==> src/common/mct_chan_consts.svh <==
/*
 * offsets, field positions and reset values of the timer channel block.
 * assumes it is included by bare name, once per compilation unit or guarded.
 */
`ifndef MCT_CHAN_CONSTS_SVH
`define MCT_CHAN_CONSTS_SVH

// ----------------------------------------------------------------
// subaddress and subregister window
// ----------------------------------------------------------------
`define SUBADDR_STATUS 8'h01
`define SUBADDR_CHAN_A 8'h02
`define SUBADDR_CHAN_D 8'h05
`define SUBREG_0 2'h0
`define SUBREG_1 2'h1
`define SUBREG_2 2'h2

// ----------------------------------------------------------------
// control byte fields and reset values
// ----------------------------------------------------------------
`define CTL_ON_BIT 7
`define CTL_POL_BIT 6
`define CTL_IRQ_BIT 5
`define CTL_UPD_BIT 4
`define CTL_RSVD_MASK 8'hf7
`define CTL_RESET 8'h00
`define VALUE_RESET 16'h0000
`define FLAGS_RESET 4'h0

`endif

==> src/common/mct_chan_pkg.sv <==
/*
 * types shared by the timer channel block.
 * assumes nothing beyond a SystemVerilog compiler.
 */
package mct_chan_pkg;

   // ----------------------------------------------------------------
   // channel method encodings
   // ----------------------------------------------------------------
   typedef enum logic [2:0]
   {
      METHOD_ONE_SHOT = 3'h0,
      METHOD_CONTINUOUS = 3'h1,
      METHOD_PWM = 3'h2,
      METHOD_CAPTURE = 3'h3
   } chan_method_type;

   typedef struct packed
   {
      logic chan_on;
      logic chan_polarity;
      logic chan_irq_on;
      logic chan_direct_update;
      logic rsvd;
      logic [2:0] chan_method;
   } chan_control_reg_type;

   // shared counter view handed in by the rest of the timer
   typedef struct packed
   {
      logic timer_run;
      logic count_down;
      logic updown_mode;
      logic end_of_count;
      logic [15:0] count;
   } timer_view_type;

endpackage

==> src/rtl/mct_channels.sv <==
/*
 * four capture/compare channels of a 16-bit multichannel timer, with their
 * event and overrun flags, reached through a subaddress/subregister byte window.
 * assumes the shared counter, prescaler and timer control live outside and
 * present the count, direction, mode, enable and a one-cycle end-of-count pulse
 * on i_clk; channel inputs are asynchronous pins.
 */
`include "mct_chan_consts.svh"

module mct_channels #(
   parameter int NUM_CHAN = 4
)(
   input wire logic i_clk,
   input wire logic i_rst,
   input wire logic [7:0] i_subaddr,
   input wire logic [1:0] i_subreg,
   input wire logic i_wr,
   input wire logic [7:0] i_wdata,
   output logic [7:0] o_rdata,
   input wire mct_chan_pkg::timer_view_type i_timer,
   input wire logic [NUM_CHAN-1:0] i_chan_in,
   output logic [NUM_CHAN-1:0] o_chan_out,
   output logic [NUM_CHAN-1:0] o_chan_irq,
   output logic o_any_channel_event
);

   // ----------------------------------------------------------------
   // register storage
   // ----------------------------------------------------------------
   mct_chan_pkg::chan_control_reg_type ctl_r [NUM_CHAN];
   logic [15:0] value_r [NUM_CHAN];
   logic [15:0] shadow_r [NUM_CHAN];
   logic [NUM_CHAN-1:0] pend_r;
   logic [NUM_CHAN-1:0] event_r;
   logic [NUM_CHAN-1:0] overrun_r;
   logic [NUM_CHAN-1:0] out_r;
   logic [NUM_CHAN-1:0] irq_r;
   logic [NUM_CHAN-1:0] seen_r;
   logic [NUM_CHAN-1:0] sync1_r;
   logic [NUM_CHAN-1:0] sync2_r;
   logic [NUM_CHAN-1:0] sync3_r;
   logic [NUM_CHAN-1:0] pin_r;
   logic [NUM_CHAN-1:0] hit;
   logic [NUM_CHAN-1:0] cap_edge;
   logic [NUM_CHAN-1:0] evt;
   logic [NUM_CHAN-1:0] clr;
   logic run;

   function automatic logic chan_sel(input logic [7:0] sa, input int c);
      return sa == (`SUBADDR_CHAN_A + 8'(c));
   endfunction

   assign run = i_timer.timer_run;
   assign clr = (i_wr && i_subaddr == `SUBADDR_STATUS && i_subreg == `SUBREG_1) ?
                i_wdata[NUM_CHAN-1:0] : '0;

   // ----------------------------------------------------------------
   // pin synchronisers
   // ----------------------------------------------------------------
   // a level counts only once the second and third stages agree
   always_ff @(posedge i_clk or posedge i_rst)
   begin
      if (i_rst)
      begin
         sync1_r <= '0;
         sync2_r <= '0;
         sync3_r <= '0;
         pin_r <= '0;
      end
      else
      begin
         sync1_r <= i_chan_in;
         sync2_r <= sync1_r;
         sync3_r <= sync2_r;
         for (int c = 0; c < NUM_CHAN; c++)
         begin
            if (sync2_r[c] == sync3_r[c])
            begin
               pin_r[c] <= sync3_r[c];
            end
         end
      end
   end

   // ----------------------------------------------------------------
   // event detection
   // ----------------------------------------------------------------
   always_comb
   begin
      for (int c = 0; c < NUM_CHAN; c++)
      begin
         // a held count would match every clock; seen_r keeps it to one event per arrival
         hit[c] = run && ctl_r[c].chan_on && !seen_r[c] &&
                  i_timer.count == value_r[c];
         cap_edge[c] = run && ctl_r[c].chan_on &&
                       (sync2_r[c] == sync3_r[c]) && (sync3_r[c] != pin_r[c]) &&
                       (sync3_r[c] == !ctl_r[c].chan_polarity);
         unique case (ctl_r[c].chan_method)
            mct_chan_pkg::METHOD_ONE_SHOT,
            mct_chan_pkg::METHOD_CONTINUOUS,
            mct_chan_pkg::METHOD_PWM: evt[c] = hit[c];
            mct_chan_pkg::METHOD_CAPTURE: evt[c] = cap_edge[c];
            default: evt[c] = 1'b0; // reserved codes raise nothing
         endcase
      end
   end

   // ----------------------------------------------------------------
   // event and overrun flags, interrupt requests
   // ----------------------------------------------------------------
   always_ff @(posedge i_clk or posedge i_rst)
   begin
      if (i_rst)
      begin
         event_r <= `FLAGS_RESET;
         overrun_r <= `FLAGS_RESET;
         irq_r <= '0;
         seen_r <= '0;
      end
      else if (!run)
      begin
         event_r <= `FLAGS_RESET;
         overrun_r <= `FLAGS_RESET;
         irq_r <= '0;
         seen_r <= '0;
      end
      else
      begin
         for (int c = 0; c < NUM_CHAN; c++)
         begin
            seen_r[c] <= i_timer.count == value_r[c];
            irq_r[c] <= evt[c] && ctl_r[c].chan_irq_on;
            // a new event wins over a clear written in the same cycle
            event_r[c] <= evt[c] || (event_r[c] && !clr[c]);
            if (evt[c] && event_r[c] && !clr[c])
            begin
               overrun_r[c] <= 1'b1;
            end
            else if (clr[c])
            begin
               overrun_r[c] <= 1'b0;
            end
         end
      end
   end

   assign o_any_channel_event = |event_r;

   assign o_chan_irq = irq_r;

   // ----------------------------------------------------------------
   // control registers
   // ----------------------------------------------------------------
   always_ff @(posedge i_clk or posedge i_rst)
   begin
      if (i_rst)
      begin
         for (int c = 0; c < NUM_CHAN; c++)
         begin
            ctl_r[c] <= `CTL_RESET;
         end
      end
      else
      begin
         for (int c = 0; c < NUM_CHAN; c++)
         begin
            if (i_wr && chan_sel(i_subaddr, c) && i_subreg == `SUBREG_2)
            begin
               ctl_r[c] <= i_wdata & `CTL_RSVD_MASK;
            end
         end
      end
   end

   // ----------------------------------------------------------------
   // channel values, write buffering and capture
   // ----------------------------------------------------------------
   // the shadow collects both bytes so a buffered pair lands together
   always_ff @(posedge i_clk or posedge i_rst)
   begin
      if (i_rst)
      begin
         pend_r <= '0;
         for (int c = 0; c < NUM_CHAN; c++)
         begin
            value_r[c] <= `VALUE_RESET;
            shadow_r[c] <= `VALUE_RESET;
         end
      end
      else
      begin
         for (int c = 0; c < NUM_CHAN; c++)
         begin
            logic wr_hi;
            logic wr_lo;
            logic [15:0] nxt;
            wr_hi = i_wr && chan_sel(i_subaddr, c) && i_subreg == `SUBREG_0;
            wr_lo = i_wr && chan_sel(i_subaddr, c) && i_subreg == `SUBREG_1;
            nxt = shadow_r[c];
            if (wr_hi)
            begin
               nxt[15:8] = i_wdata;
            end
            if (wr_lo)
            begin
               nxt[7:0] = i_wdata;
            end
            shadow_r[c] <= nxt;
            if (wr_hi || wr_lo)
            begin
               if (!run || ctl_r[c].chan_direct_update)
               begin
                  value_r[c] <= nxt;
                  pend_r[c] <= 1'b0;
               end
               else
               begin
                  pend_r[c] <= 1'b1;
               end
            end
            else if (pend_r[c] && (i_timer.end_of_count || !run))
            begin
               value_r[c] <= shadow_r[c];
               pend_r[c] <= 1'b0;
            end
            else if (cap_edge[c] && ctl_r[c].chan_method == mct_chan_pkg::METHOD_CAPTURE)
            begin
               value_r[c] <= i_timer.count;
               shadow_r[c] <= i_timer.count;
            end
         end
      end
   end

   // ----------------------------------------------------------------
   // channel outputs
   // ----------------------------------------------------------------
   always_ff @(posedge i_clk or posedge i_rst)
   begin
      if (i_rst)
      begin
         out_r <= '0;
      end
      else
      begin
         for (int c = 0; c < NUM_CHAN; c++)
         begin
            unique case (ctl_r[c].chan_method)
               mct_chan_pkg::METHOD_ONE_SHOT:
               begin
                  out_r[c] <= ctl_r[c].chan_polarity ^ hit[c];
               end
               mct_chan_pkg::METHOD_CONTINUOUS:
               begin
                  if (!ctl_r[c].chan_on)
                  begin
                     out_r[c] <= ctl_r[c].chan_polarity;
                  end
                  else if (hit[c])
                  begin
                     out_r[c] <= !out_r[c];
                  end
               end
               mct_chan_pkg::METHOD_PWM:
               begin
                  // polarity has no effect in this method
                  if (!ctl_r[c].chan_on)
                  begin
                     out_r[c] <= 1'b0;
                  end
                  else if (hit[c])
                  begin
                     // up/down mode goes low on a match while counting down
                     out_r[c] <= !(i_timer.updown_mode && i_timer.count_down);
                  end
                  else if (!i_timer.updown_mode && run && i_timer.end_of_count)
                  begin
                     out_r[c] <= 1'b0;
                  end
               end
               default:
               begin
                  out_r[c] <= 1'b0;
               end
            endcase
         end
      end
   end

   assign o_chan_out = out_r;

   // ----------------------------------------------------------------
   // read data
   // ----------------------------------------------------------------
   always_comb
   begin
      o_rdata = 8'h00;
      if (i_subaddr == `SUBADDR_STATUS && i_subreg == `SUBREG_0)
      begin
         o_rdata = 8'(overrun_r);
      end
      else if (i_subaddr == `SUBADDR_STATUS && i_subreg == `SUBREG_1)
      begin
         o_rdata = 8'(event_r);
      end
      for (int c = 0; c < NUM_CHAN; c++)
      begin
         if (chan_sel(i_subaddr, c))
         begin
            unique case (i_subreg)
               `SUBREG_0: o_rdata = value_r[c][15:8];
               `SUBREG_1: o_rdata = value_r[c][7:0];
               `SUBREG_2: o_rdata = ctl_r[c];
               default: o_rdata = 8'h00;
            endcase
         end
      end
   end

endmodule

==> config.mk <==
export PLATFORM = sky130hd
export DESIGN_NAME = mct_channels
export DESIGN_NICKNAME = d
export VERILOG_FILES = /design/src/common/mct_chan_pkg.sv /design/src/rtl/mct_channels.sv
export VERILOG_INCLUDE_DIRS = /design/src /design/src/common
export SDC_FILE = /design/constraint.sdc
export NUM_CORES = 1
export LEC_CHECK = 0
export BUFFER_PORTS_ARGS = -buffer_cell sky130_fd_sc_hd__buf_2
export CAP_MARGIN = 30
export CORE_MARGIN = 2
export CORE_UTILIZATION = 30
export CTS_BUF_LIST = sky130_fd_sc_hd__clkbuf_4 sky130_fd_sc_hd__clkbuf_8
export DETAILED_ROUTE_END_ITERATION = 8
export PLACE_DENSITY_LB_ADDON = 0.08
export SLEW_MARGIN = 20
export SYNTH_ARGS = -nofsm -noshare
export SYNTH_HDL_FRONTEND = slang
export SYNTH_SLANG_ARGS = --single-unit
==> constraint.sdc <==
create_clock -name i_clk -period 6.6 [get_ports i_clk]
set_clock_uncertainty 0.15 [all_clocks]
set_input_delay 0.99 -clock i_clk [delete_from_list [all_inputs] [get_ports i_clk]]
set_output_delay 0.99 -clock i_clk [all_outputs]
set_load 0.05 [all_outputs]
Word level (Yosys, flattened, before mapping)
Index checks and enable logic that the tools add are counted.
Word-level totals
  register bits: 196
  input bits: 45
  output and inout port bits: 17
  logic and storage cells: 330
Operators by class
  eq/ne operators: 51
  multiplexer cells: 96
  bitwise operators: 4
  reduce and logical (&&, ||, !) cells: 129
Operators with widths (number)
  $mux 16: 28
  $mux 8: 12
  $pmux 8 s3: 4
  $logic_and 1x1->1: 71
  $eq 16x16->1: 4
  $mux 1: 37
  $mux 4: 7
  $eq 3x2->1 const B: 8
  $logic_not 1->1: 19
  $eq 8x2->1 const B: 2
  $eq 8x3->1 const B: 2
  $ne 4x4->1 const B: 4
  $reduce_and 2->1: 8
  $logic_or 1x1->1: 13
  $eq 3x1->1 const B: 4
  $logic_not 3->1: 4
  $ne 3x1->1 const B: 4
  $ne 3x3->1 const B: 4
  $pmux 1 s3: 4
  $reduce_bool 3->1: 4
  $reduce_or 3->1: 4
  $eq 1x1->1: 8
  $eq 8x1->1 const B: 1
  $ne 2x1->1 const B: 4
  8 further kinds: 20

Logic depth before layout (Yosys ltp)
Gate-level depths: netlist of run 1.
  depth in word-level cells: 9
  depth in mapped cells: 9

Worst setup path after synthesis of run 1
OpenSTA, ideal clock, no wires.
  kind: input to output
  start: in i_subreg[0]
  end: out o_rdata[0]
  data arrival time: 3.239 ns
  slack: 2.221 ns
  stages on the path: 7
  buffers on the path: 3
  cells stage by stage: buf_2 -> buf_1 -> buf_2 -> mux2i_1 -> o21ai_0 -> o21ai_0 -> o21ai_0
Between the ends
  cells in the longest elaborated chain, start to end: 8
Ends and longest elaborated chain
  start: declaration: RTL line mct_channels.sv:16  | input wire logic [1:0] i_subreg,
  $eq 2x1->1: RTL line mct_channels.sv:310  | unique case (i_subreg)
  $logic_and 1x1->1 (no source line)
  $mux 4: RTL line mct_channels.sv:302  | else if (i_subaddr == `SUBADDR_STATUS && i_subreg == `SUBREG_1)
  $mux 4: RTL line mct_channels.sv:298  | if (i_subaddr == `SUBADDR_STATUS && i_subreg == `SUBREG_0)
  $mux 8 (3 in a row): RTL line mct_channels.sv:308  | if (chan_sel(i_subaddr, c))
  $mux 8 (*): RTL line mct_channels.sv:308
  end: declaration: RTL line mct_channels.sv:19  | output logic [7:0] o_rdata,
Every way passes the cells marked *; elsewhere a longest branch is shown, timed or not.

Worst setup path after layout of run 1
  start: in i_subreg[1]
  end: out o_rdata[0]
Same word-level chain as after synthesis.

==> results of run 1 <==
per-stage QoR:
step	util	cell area [sq um]
finish	0.333	12500
global route	0.333	12500
CTS	0.332	12400
detailed placement	0.322	12000
global placement	0.321	12000
floorplan	-	11300
critical path, stage by stage:
cell and delay, ps:
buf_2 450, inv_1 280, nor2_2 550, buf_8 230
nand2_1 60, o21ai_0 70, o21ai_0 90, o21ai_0 290
buf_2 330
cells by family (layout without fill, tap and decap cells):
kind of cell,after synthesis,after routing,share of synthesized area
flip-flops,196,196,0.433
adder cells (fa/ha/maj),4,4,0.00353
AO/OA/AOI/OAI,294,294,0.162
XOR/XNOR,64,64,0.0495
AND/OR/NAND/NOR,380,380,0.158
multiplexers,152,152,0.144
buffers and inverters,128,144,0.0497
layout make-up:
class	count	area, sq um
flip-flops and latches	196	4900
clock buffers	19	262
clock inverters	12	130
multi-input cells	894	5920
repair buffers	83	497
fillers	3875	24900
well taps	511	639
inverters	30	120
synth_stat cells, types with 2 or more instances:
cell type,number,area (sq um)
a211oi_1,2,15.0
a21oi_1,41,205
a21oi_2,8,70.1
a221o_1,5,50.1
a221oi_1,3,26.3
a31oi_1,7,43.8
a32oi_1,4,35.0
and2_1,7,43.8
and2_4,2,17.5
buf_1,10,37.5
buf_2,13,65.1
buf_4,2,15.0
buf_6,4,45.0
clkbuf_1,66,248
dfrtp_1,196,4900
inv_1,29,109
maj3_1,4,40.0
mux2_2,48,541
mux2_4,10,150
mux2i_1,94,941
nand2_1,167,627
nand2b_1,2,12.5
nand3_1,21,105
nand3_2,3,30.0
nand4_1,28,175
nand4b_1,2,17.5
nor2_1,92,345
nor2b_1,15,93.8
nor3_1,9,45.0
nor3b_1,3,22.5
nor4_1,5,31.3
nor4bb_1,8,80.1
o211a_1,2,20.0
o21ai_0,98,490
o21ai_1,2,10.0
o21ba_2,2,20.0
o22ai_1,64,400
o31ai_1,49,368
or3_1,2,12.5
or4_1,2,15.0
xnor2_1,64,561
final timing paths:
check / endpoint / startpoint / slack, ps
hold reg to reg: sync2_r[2] / sync1_r[2] / 210
max in group asynchronous: shadow_r[52] / i_rst / 4770
min in group asynchronous: sync1_r[3] / i_rst / 390
hold / removal: sync2_r[2] / sync1_r[2] / 210
setup / recovery: o_rdata[0] / i_subreg[1] / 2100
setup reg to reg: value_r[62] / ctl_r[30] / 4060
registers in the layout (all words and copies together) (netlist names):
signal	cells
ctl_r	28
event_r	4
o_chan_irq	4
o_chan_out	4
overrun_r	4
pend_r	4
pin_r	4
seen_r	4
shadow_r	64
sync1_r	4
sync2_r	4
sync3_r	4
value_r	64
power groups by stage:
stage	Clock, mW	Combinational, mW	Sequential (mW)
6_report	0.824	0.346	1.34
5_1_grt	0.899	0.381	1.35
4_1_cts	0.854	0.347	1.34
3_5_place_dp	0	0.345	1.36
3_3_place_gp	0	0.343	1.36
2_1_floorplan	0	0.233	1.32
layer usage:
layer / global-route usage / vias to the layer above
met5: 0 / -
met4: 0.0632 / 0
met1: 0.309 / 4462
met3: 0.0327 / 40
li1: - / 4344
met2: 0.327 / 234
==> impl_metrics.tcl, run 1 <==
set metrics [dict create \
    place.gp.congestion 0.869 \
    p_sw_frac 0.305 \
    syn_area_per_cell_sq_um 9.30 \
    cts_tree "yes" \
    power_leakage_nw 5.62 \
    synth_edf_count 0 \
    fmax_mhz 222 \
    cp-end-kind "output port" \
    path_clk_slew_ps 100 \
    ys_seq_area_frac 0.433 \
    drc 0 \
    stdcell_count 1745 \
    wirelength_microns 40600 \
    antenna_found_initial 0 \
    cts_max_level 4 \
    core_sq_um 37400 \
    vias 9080 \
    synthFlopType "dfrtp_1" \
    p_clk_frac 0.328 \
    rsz0062_at_grt "false" \
    cts_setup_buffers 0 \
    internal_power_mw 1.74 \
    p_sw_mw 0.766 \
    power_frac_comb 0.138 \
    n_antenna_cell 0 \
    final_common_cell "dfrtp_1" \
    powerDensity_nw_per_um2 201 \
    dp_slack_ps 2200 \
    hpwl_microns 27400 \
    wl_per_cell_microns 23.3 \
    clock_latency_ps 510 \
    grt_max_degree 86 \
    drv_cap 0 \
    viasPerCell 5.20 \
    layout.nets 1267 \
    fin_total_pwr_mw 2.51 \
    whs_path_depth 0 \
    period_minus_slack_ps 4500 \
    final_hold_viol_count 0 \
    numCtsBuffers 17 \
    die_area_sq_um 39300 \
    grt_pass1_wl_microns 61000 \
    crit_fanout 31 \
    synthesis.nets 1263 \
    dp_cells 1711 \
    ff2ff_path_depth 6 \
    critPathLaunchType "primary input" \
    port_buffers 61 \
    cp_data_required_time_ps 5460 \
    whs_ps 208 \
    die_h_microns 198 \
    setup_viol 0 \
    cts-hold-fix-buffers 0 \
    setup_ws_ps 2100 \
    syn_area_sq_um 11300 \
    cts_max_path_buffers 2 \
    yosysWarnings 0 \
    rows 71 \
    slew_headroom 0.466 \
    synthArstFlopShare 1.00 \
    die_w_microns 198 \
    wl_met2_microns 17900 \
    hp-class "register to register" \
    drtAntennaViolNets 0 \
    yosys.cell_types.count 64 \
    worstMarginPinSlew_ps 795 \
    highest_layer "met4" \
    drive_gt1_frac 0.168 \
    start_util 0.303 \
    critPathArrivalTime_ps 3360 \
    netlist_instances 1218 \
    ys_ff_latch 196 \
    seqPwrFrac 0.534 \
    overflow 0 \
    cts-root-buf "clkbuf_8" \
    wl_met3_microns 1830 \
    wirelength_met1_microns 20000 \
    maxSlewViolCount 0 \
    area_growth_pct 10.0 \
    setup_tns_ps 0 \
    cts_resized 0 \
    grt_pass1_vias 8834 \
    final_cell_mix "dfrtp_1 (196), nand2_1 (167), o21ai_0 (98)" \
    critPathKind "primary input to output port" \
    irDropWorstVdd_mv 0.0922 \
    drt-initial-drc-count 754 \
    clock_sinks 196 \
    track_usage 0.213 \
    ios 62 \
    drt-pass1-iter-count 5 \
    outcome "completed" \
    finalCritPeriodShare 0.682 \
]
Power figures use the tool's default switching activity.
==> run 2: changes to the inputs <==
clock period = 4.37 ns   (was 6.6 ns; I/O delays follow)
==> impl_metrics.tcl, run 2 (synthesized netlist as in run 1, its figures left out) <==
set metrics [dict create \
    outcome "completed" \
    r2r_end "value_r[62]" \
    cts_setup_buffers 0 \
    ios 62 \
    antenna_found_initial 3 \
    grt_max_degree 70 \
    drt-pass1-iter-count 5 \
    vias 9094 \
    worstMarginPinSlew_ps 892 \
    critPathKind "primary input to output port" \
    die_h_microns 198 \
    setup_tns_ps 0 \
    power_leakage_nw 5.66 \
    clock_sinks 196 \
    powerDensity_nw_per_um2 311 \
    drt-initial-drc-count 579 \
    period_minus_slack_ps 3670 \
    path_clk_slew_ps 100 \
    final_common_cell "dfrtp_1" \
    place.gp.congestion 0.826 \
    viasPerCell 5.19 \
    cts-root-buf "clkbuf_8" \
    wl_per_cell_microns 22.9 \
    hpwl_microns 27400 \
    clock_latency_ps 510 \
    whs_endpoint "sync1_r[2]" \
    area_growth_pct 10.8 \
    cp-end-kind "output port" \
    r2r_start "ctl_r[30]" \
    final_util 0.336 \
    final_cell_mix "dfrtp_1 (196), nand2_1 (167), o21ai_0 (98)" \
    slew_headroom 0.403 \
    grt_pass1_wl_microns 60600 \
    cts-hold-fix-buffers 0 \
    setup_viol 0 \
    cp_data_required_time_ps 3560 \
    final_hold_viol_count 0 \
    cts_tree "yes" \
    cts_max_path_buffers 2 \
    grt_pass1_vias 9063 \
    core_sq_um 37400 \
    ff2ff_path_depth 6 \
    maxSlewViolCount 0 \
    cts_resized 0 \
    irDropWorstVdd_mv 0.165 \
    rows 71 \
    critPathLaunchType "primary input" \
    crit_fanout 22 \
    wirelength_microns 40100 \
    port_buffers 61 \
    top_regs "shadow_r: 64 flops, value_r: 64 flops, ctl_r: 28 flops" \
    drc 0 \
    hp-start "i_chan_in[2]" \
    drv_cap 0 \
    track_usage 0.211 \
    fmax_mhz 273 \
    die_w_microns 198 \
    finalCritPeriodShare 0.839 \
    layout.nets 1271 \
    rsz0062_at_grt "false" \
    drtAntennaViolNets 0 \
    whs_path_depth 1 \
    r2r_setup_slack_ps 1830 \
    hp-class "primary input to register" \
    start_util 0.303 \
    overflow 0 \
    cts_max_level 4 \
    drive_gt1_frac 0.171 \
    critPathArrivalTime_ps 2860 \
    die_area_sq_um 39300 \
    numCtsBuffers 17 \
]
[run 2: report_power, final]
part	switching (mW)	internal [mW]	total, mW
Clock	0.707	0.654	1.36
Sequential	0.132	1.90	2.03
Combinational	0.319	0.196	0.514
Total	1.16	2.75	3.91
[run 2: per-stage QoR]
step                      hold slack [ps]  setup WS, ps  area, sq um  power (mW)  std cells
after floorplan                       181           660        11300        2.35       1218
after global placement                182           750        12100        2.58       1717
after detailed placement              188           756        12100        2.59       1718
after CTS                            61.7           754        12500        3.96       1750
after global routing                 58.2           592        12500        4.10       1750
final                                 101           703        12500        3.91       1751
[run 2: cell type report]
type                       count  area [sq um]
timing repair buffer          87           529
fill                        3873         24900
antenna                        1          2.50
sequential                   196          4900
clock buffer                  20           263
clock inverter                12           178
inverter                      30           116
tap                          511           639
multi-input combinational    894          5920
[run 2: worst max path at each step]
stage / cells past startpoint / end / from / slack (ps)
finish: 8 / o_rdata[3] / i_subaddr[0] / 700
detailed placement: 8 / o_rdata[3] / i_subaddr[0] / 760
floorplan: 7 / o_rdata[0] / i_subreg[0] / 660
global placement: 8 / o_rdata[1] / i_subaddr[0] / 750
CTS: 8 / o_rdata[3] / i_subaddr[0] / 750
global route: 8 / o_rdata[3] / i_subaddr[0] / 590
[run 2: routing by layer]
metal  wire length [microns]  GRT usage  vias up
met2                   18000      0.327      202
met3                    1630     0.0366       41
met4                     837     0.0624        4
li1                        -          -     4363
met1                   19600      0.300     4484
met5                      27          0        -
[run 2: critical path: stages]
cell and delay, ps:
buf_2 380, inv_2 180, or4_1 560, or3_1 390, nor2_1 130, nor2_1 50
o22ai_1 200, buf_2 300
==> run 3: changes to the inputs <==
clock period = 3 ns   (was 4.37 ns; I/O delays follow)
==> impl_metrics.tcl, run 3 (synthesized netlist as in run 1, its figures left out) <==
set metrics [dict create \
    whs_ps 169 \
    numCtsBuffers 17 \
    drtAntennaViolNets 0 \
    place.gp.congestion 0.814 \
    area_growth_pct 14.2 \
    die_h_microns 198 \
    path_clk_slew_ps 100 \
    whs_endpoint "pend_r[0]" \
    r2r_end "value_r[49]" \
    whs_path_depth 4 \
    critPathKind "primary input to output port" \
    dp_slack_ps 94.2 \
    crit_fanout 8 \
    drt-pass1-iter-count 5 \
    multi_input_area_sq_um 5940 \
    die_area_sq_um 39300 \
    hp-class "primary input to register" \
    critPathLaunchType "primary input" \
    setup_viol 0 \
    cp_cell_sequence "buf_2, or4_4, nor3_1, a221oi_1, o21ai_1, buf_2" \
    vias 9171 \
    irDropWorstVdd_mv 0.241 \
    highest_layer "met4" \
    wl_met2_microns 17500 \
    cts_max_path_buffers 2 \
    powerDensity_nw_per_um2 444 \
    rows 71 \
    cts_max_level 4 \
    stdcell_count 1784 \
    antenna_found_initial 0 \
    critPathMaxStageDelay_ps 650 \
    track_usage 0.211 \
    cp-end-kind "output port" \
    r2r_setup_slack_ps 650 \
    start_util 0.303 \
    r2r_start "ctl_r[30]" \
    n_antenna_cell 0 \
    grt_pass1_vias 9109 \
    critPathArrivalTime_ps 2350 \
    top_regs "shadow_r: 64 flops, value_r: 64 flops, ctl_r: 28 flops" \
    dp_cells 1747 \
    slew_headroom 0.537 \
    maxSlewViolCount 0 \
    final_common_cell "dfrtp_1" \
    ios 62 \
    clock_sinks 196 \
    viasPerCell 5.14 \
    critPathSlowestCell "or4_4" \
    rsz0062_at_grt "false" \
    seqCellArea_sq_um 4900 \
    setup_ws_ps 45.1 \
    overflow 0 \
    nFillCells 3914 \
    worstMarginPinSlew_ps 695 \
    wirelength_microns 40000 \
    final_hold_viol_count 0 \
    drc 0 \
    wl_met3_microns 1300 \
    core_sq_um 37400 \
    wirelength_met1_microns 20500 \
    clock_latency_ps 510 \
    crit_family "simple AND/OR/NAND/NOR gates" \
    cts_tree "yes" \
    setup_tns_ps 0 \
    drt-initial-drc-count 734 \
    layout.nets 1305 \
    outcome "completed" \
    drive_gt1_frac 0.192 \
    hp-start "i_timer[16]" \
    grt_pass1_wl_microns 61000 \
    die_w_microns 198 \
    fmax_mhz 338 \
    power_leakage_nw 5.86 \
    path_buf_inv 2 \
    cp_data_required_time_ps 2400 \
    final_cell_mix "dfrtp_1 (196), nand2_1 (167), o21ai_0 (95)" \
    drv_cap 0 \
    ff2ff_path_depth 7 \
    cp_common_cell "buf_2" \
    grt_max_degree 57 \
    port_buffers 61 \
    hpwl_microns 27500 \
    finalCritPeriodShare 0.985 \
    period_minus_slack_ps 2950 \
    cts-root-buf "clkbuf_8" \
    wl_per_cell_microns 22.4 \
]
==> run 3: cell count changes in the layout (fill, tap and decap cells not counted), moves of 4 or more <==
cell / previous run / this run
buf_4: 23 / 45
buf_12: 2 / 10
dlygate4sd3_1: 0 / 5
a21oi_1: 41 / 37
a21oi_2: 8 / 12
==> run 3: cell type report <==
type	instances	share of cell area
clock buffer	19	0.0202
clock inverter	13	0.0149
inverter	30	0.00899
multi-input combinational	894	0.459
sequential	196	0.379
tap	511	0.0494
timing repair buffer	121	0.0690
==> run 3: worst register-to-register path: cells and delay by family (launching register included) <==
family / cells / cell delay [ps]
AOI/OAI and AO/OA: 3 / 790
buffers and inverters: 2 / 350
DFF: 1 / 480
muxes: 1 / 310
and+or+nand+nor: 1 / 170
==> run 3: worst max-delay path by stage <==
stage / startpoint / endpoint / slack [ps] / cells after the start
2_1_floorplan: i_rst / ctl_r[0] / -130 / 1
3_5_place_dp: i_subaddr[5] / o_rdata[0] / 90 / 6
6_report: i_subaddr[5] / o_rdata[1] / 50 / 6
3_3_place_gp: i_subaddr[5] / o_rdata[3] / 130 / 7
4_1_cts: i_subaddr[5] / o_rdata[0] / 90 / 6
5_1_grt: i_subaddr[5] / o_rdata[1] / 30 / 6
==> run 3: power by group <==
part / total [mW] / switching [mW] / leakage, nW / internal [mW]
Combinational: 0.809 / 0.493 / 3.00 / 0.316
Sequential: 2.91 / 0.147 / 2.63 / 2.77
Clock: 2.02 / 1.06 / 0.224 / 0.966
Total: 5.75 / 1.70 / 5.86 / 4.05
==> run 3: metal layers <==
layer	vias up	global-route usage
li1	4406	-
met1	4547	0.315
met2	185	0.320
met3	33	0.0262
met4	0	0.0504
met5	-	0
==> run 3: timing repair <==
| item | 4_1_cts | 5_1_grt |
|---|---|---|
| setup buffers | 0 | 0 |
| hold endpoints to repair | 20 | 0 |
| resized for setup | 0 | 0 |
| hold buffers | 5 | 0 |
==> run 3: metrics by stage <==
stage | total power [mW] | util | instance area (sq um)
4_1_cts | 5.83 | 0.346 | 12900
5_1_grt | 6.02 | 0.346 | 12900
2_1_floorplan | 3.43 | - | 11400
3_5_place_dp | 3.77 | 0.333 | 12400
3_3_place_gp | 3.77 | 0.333 | 12400
6_report | 5.75 | 0.346 | 12900
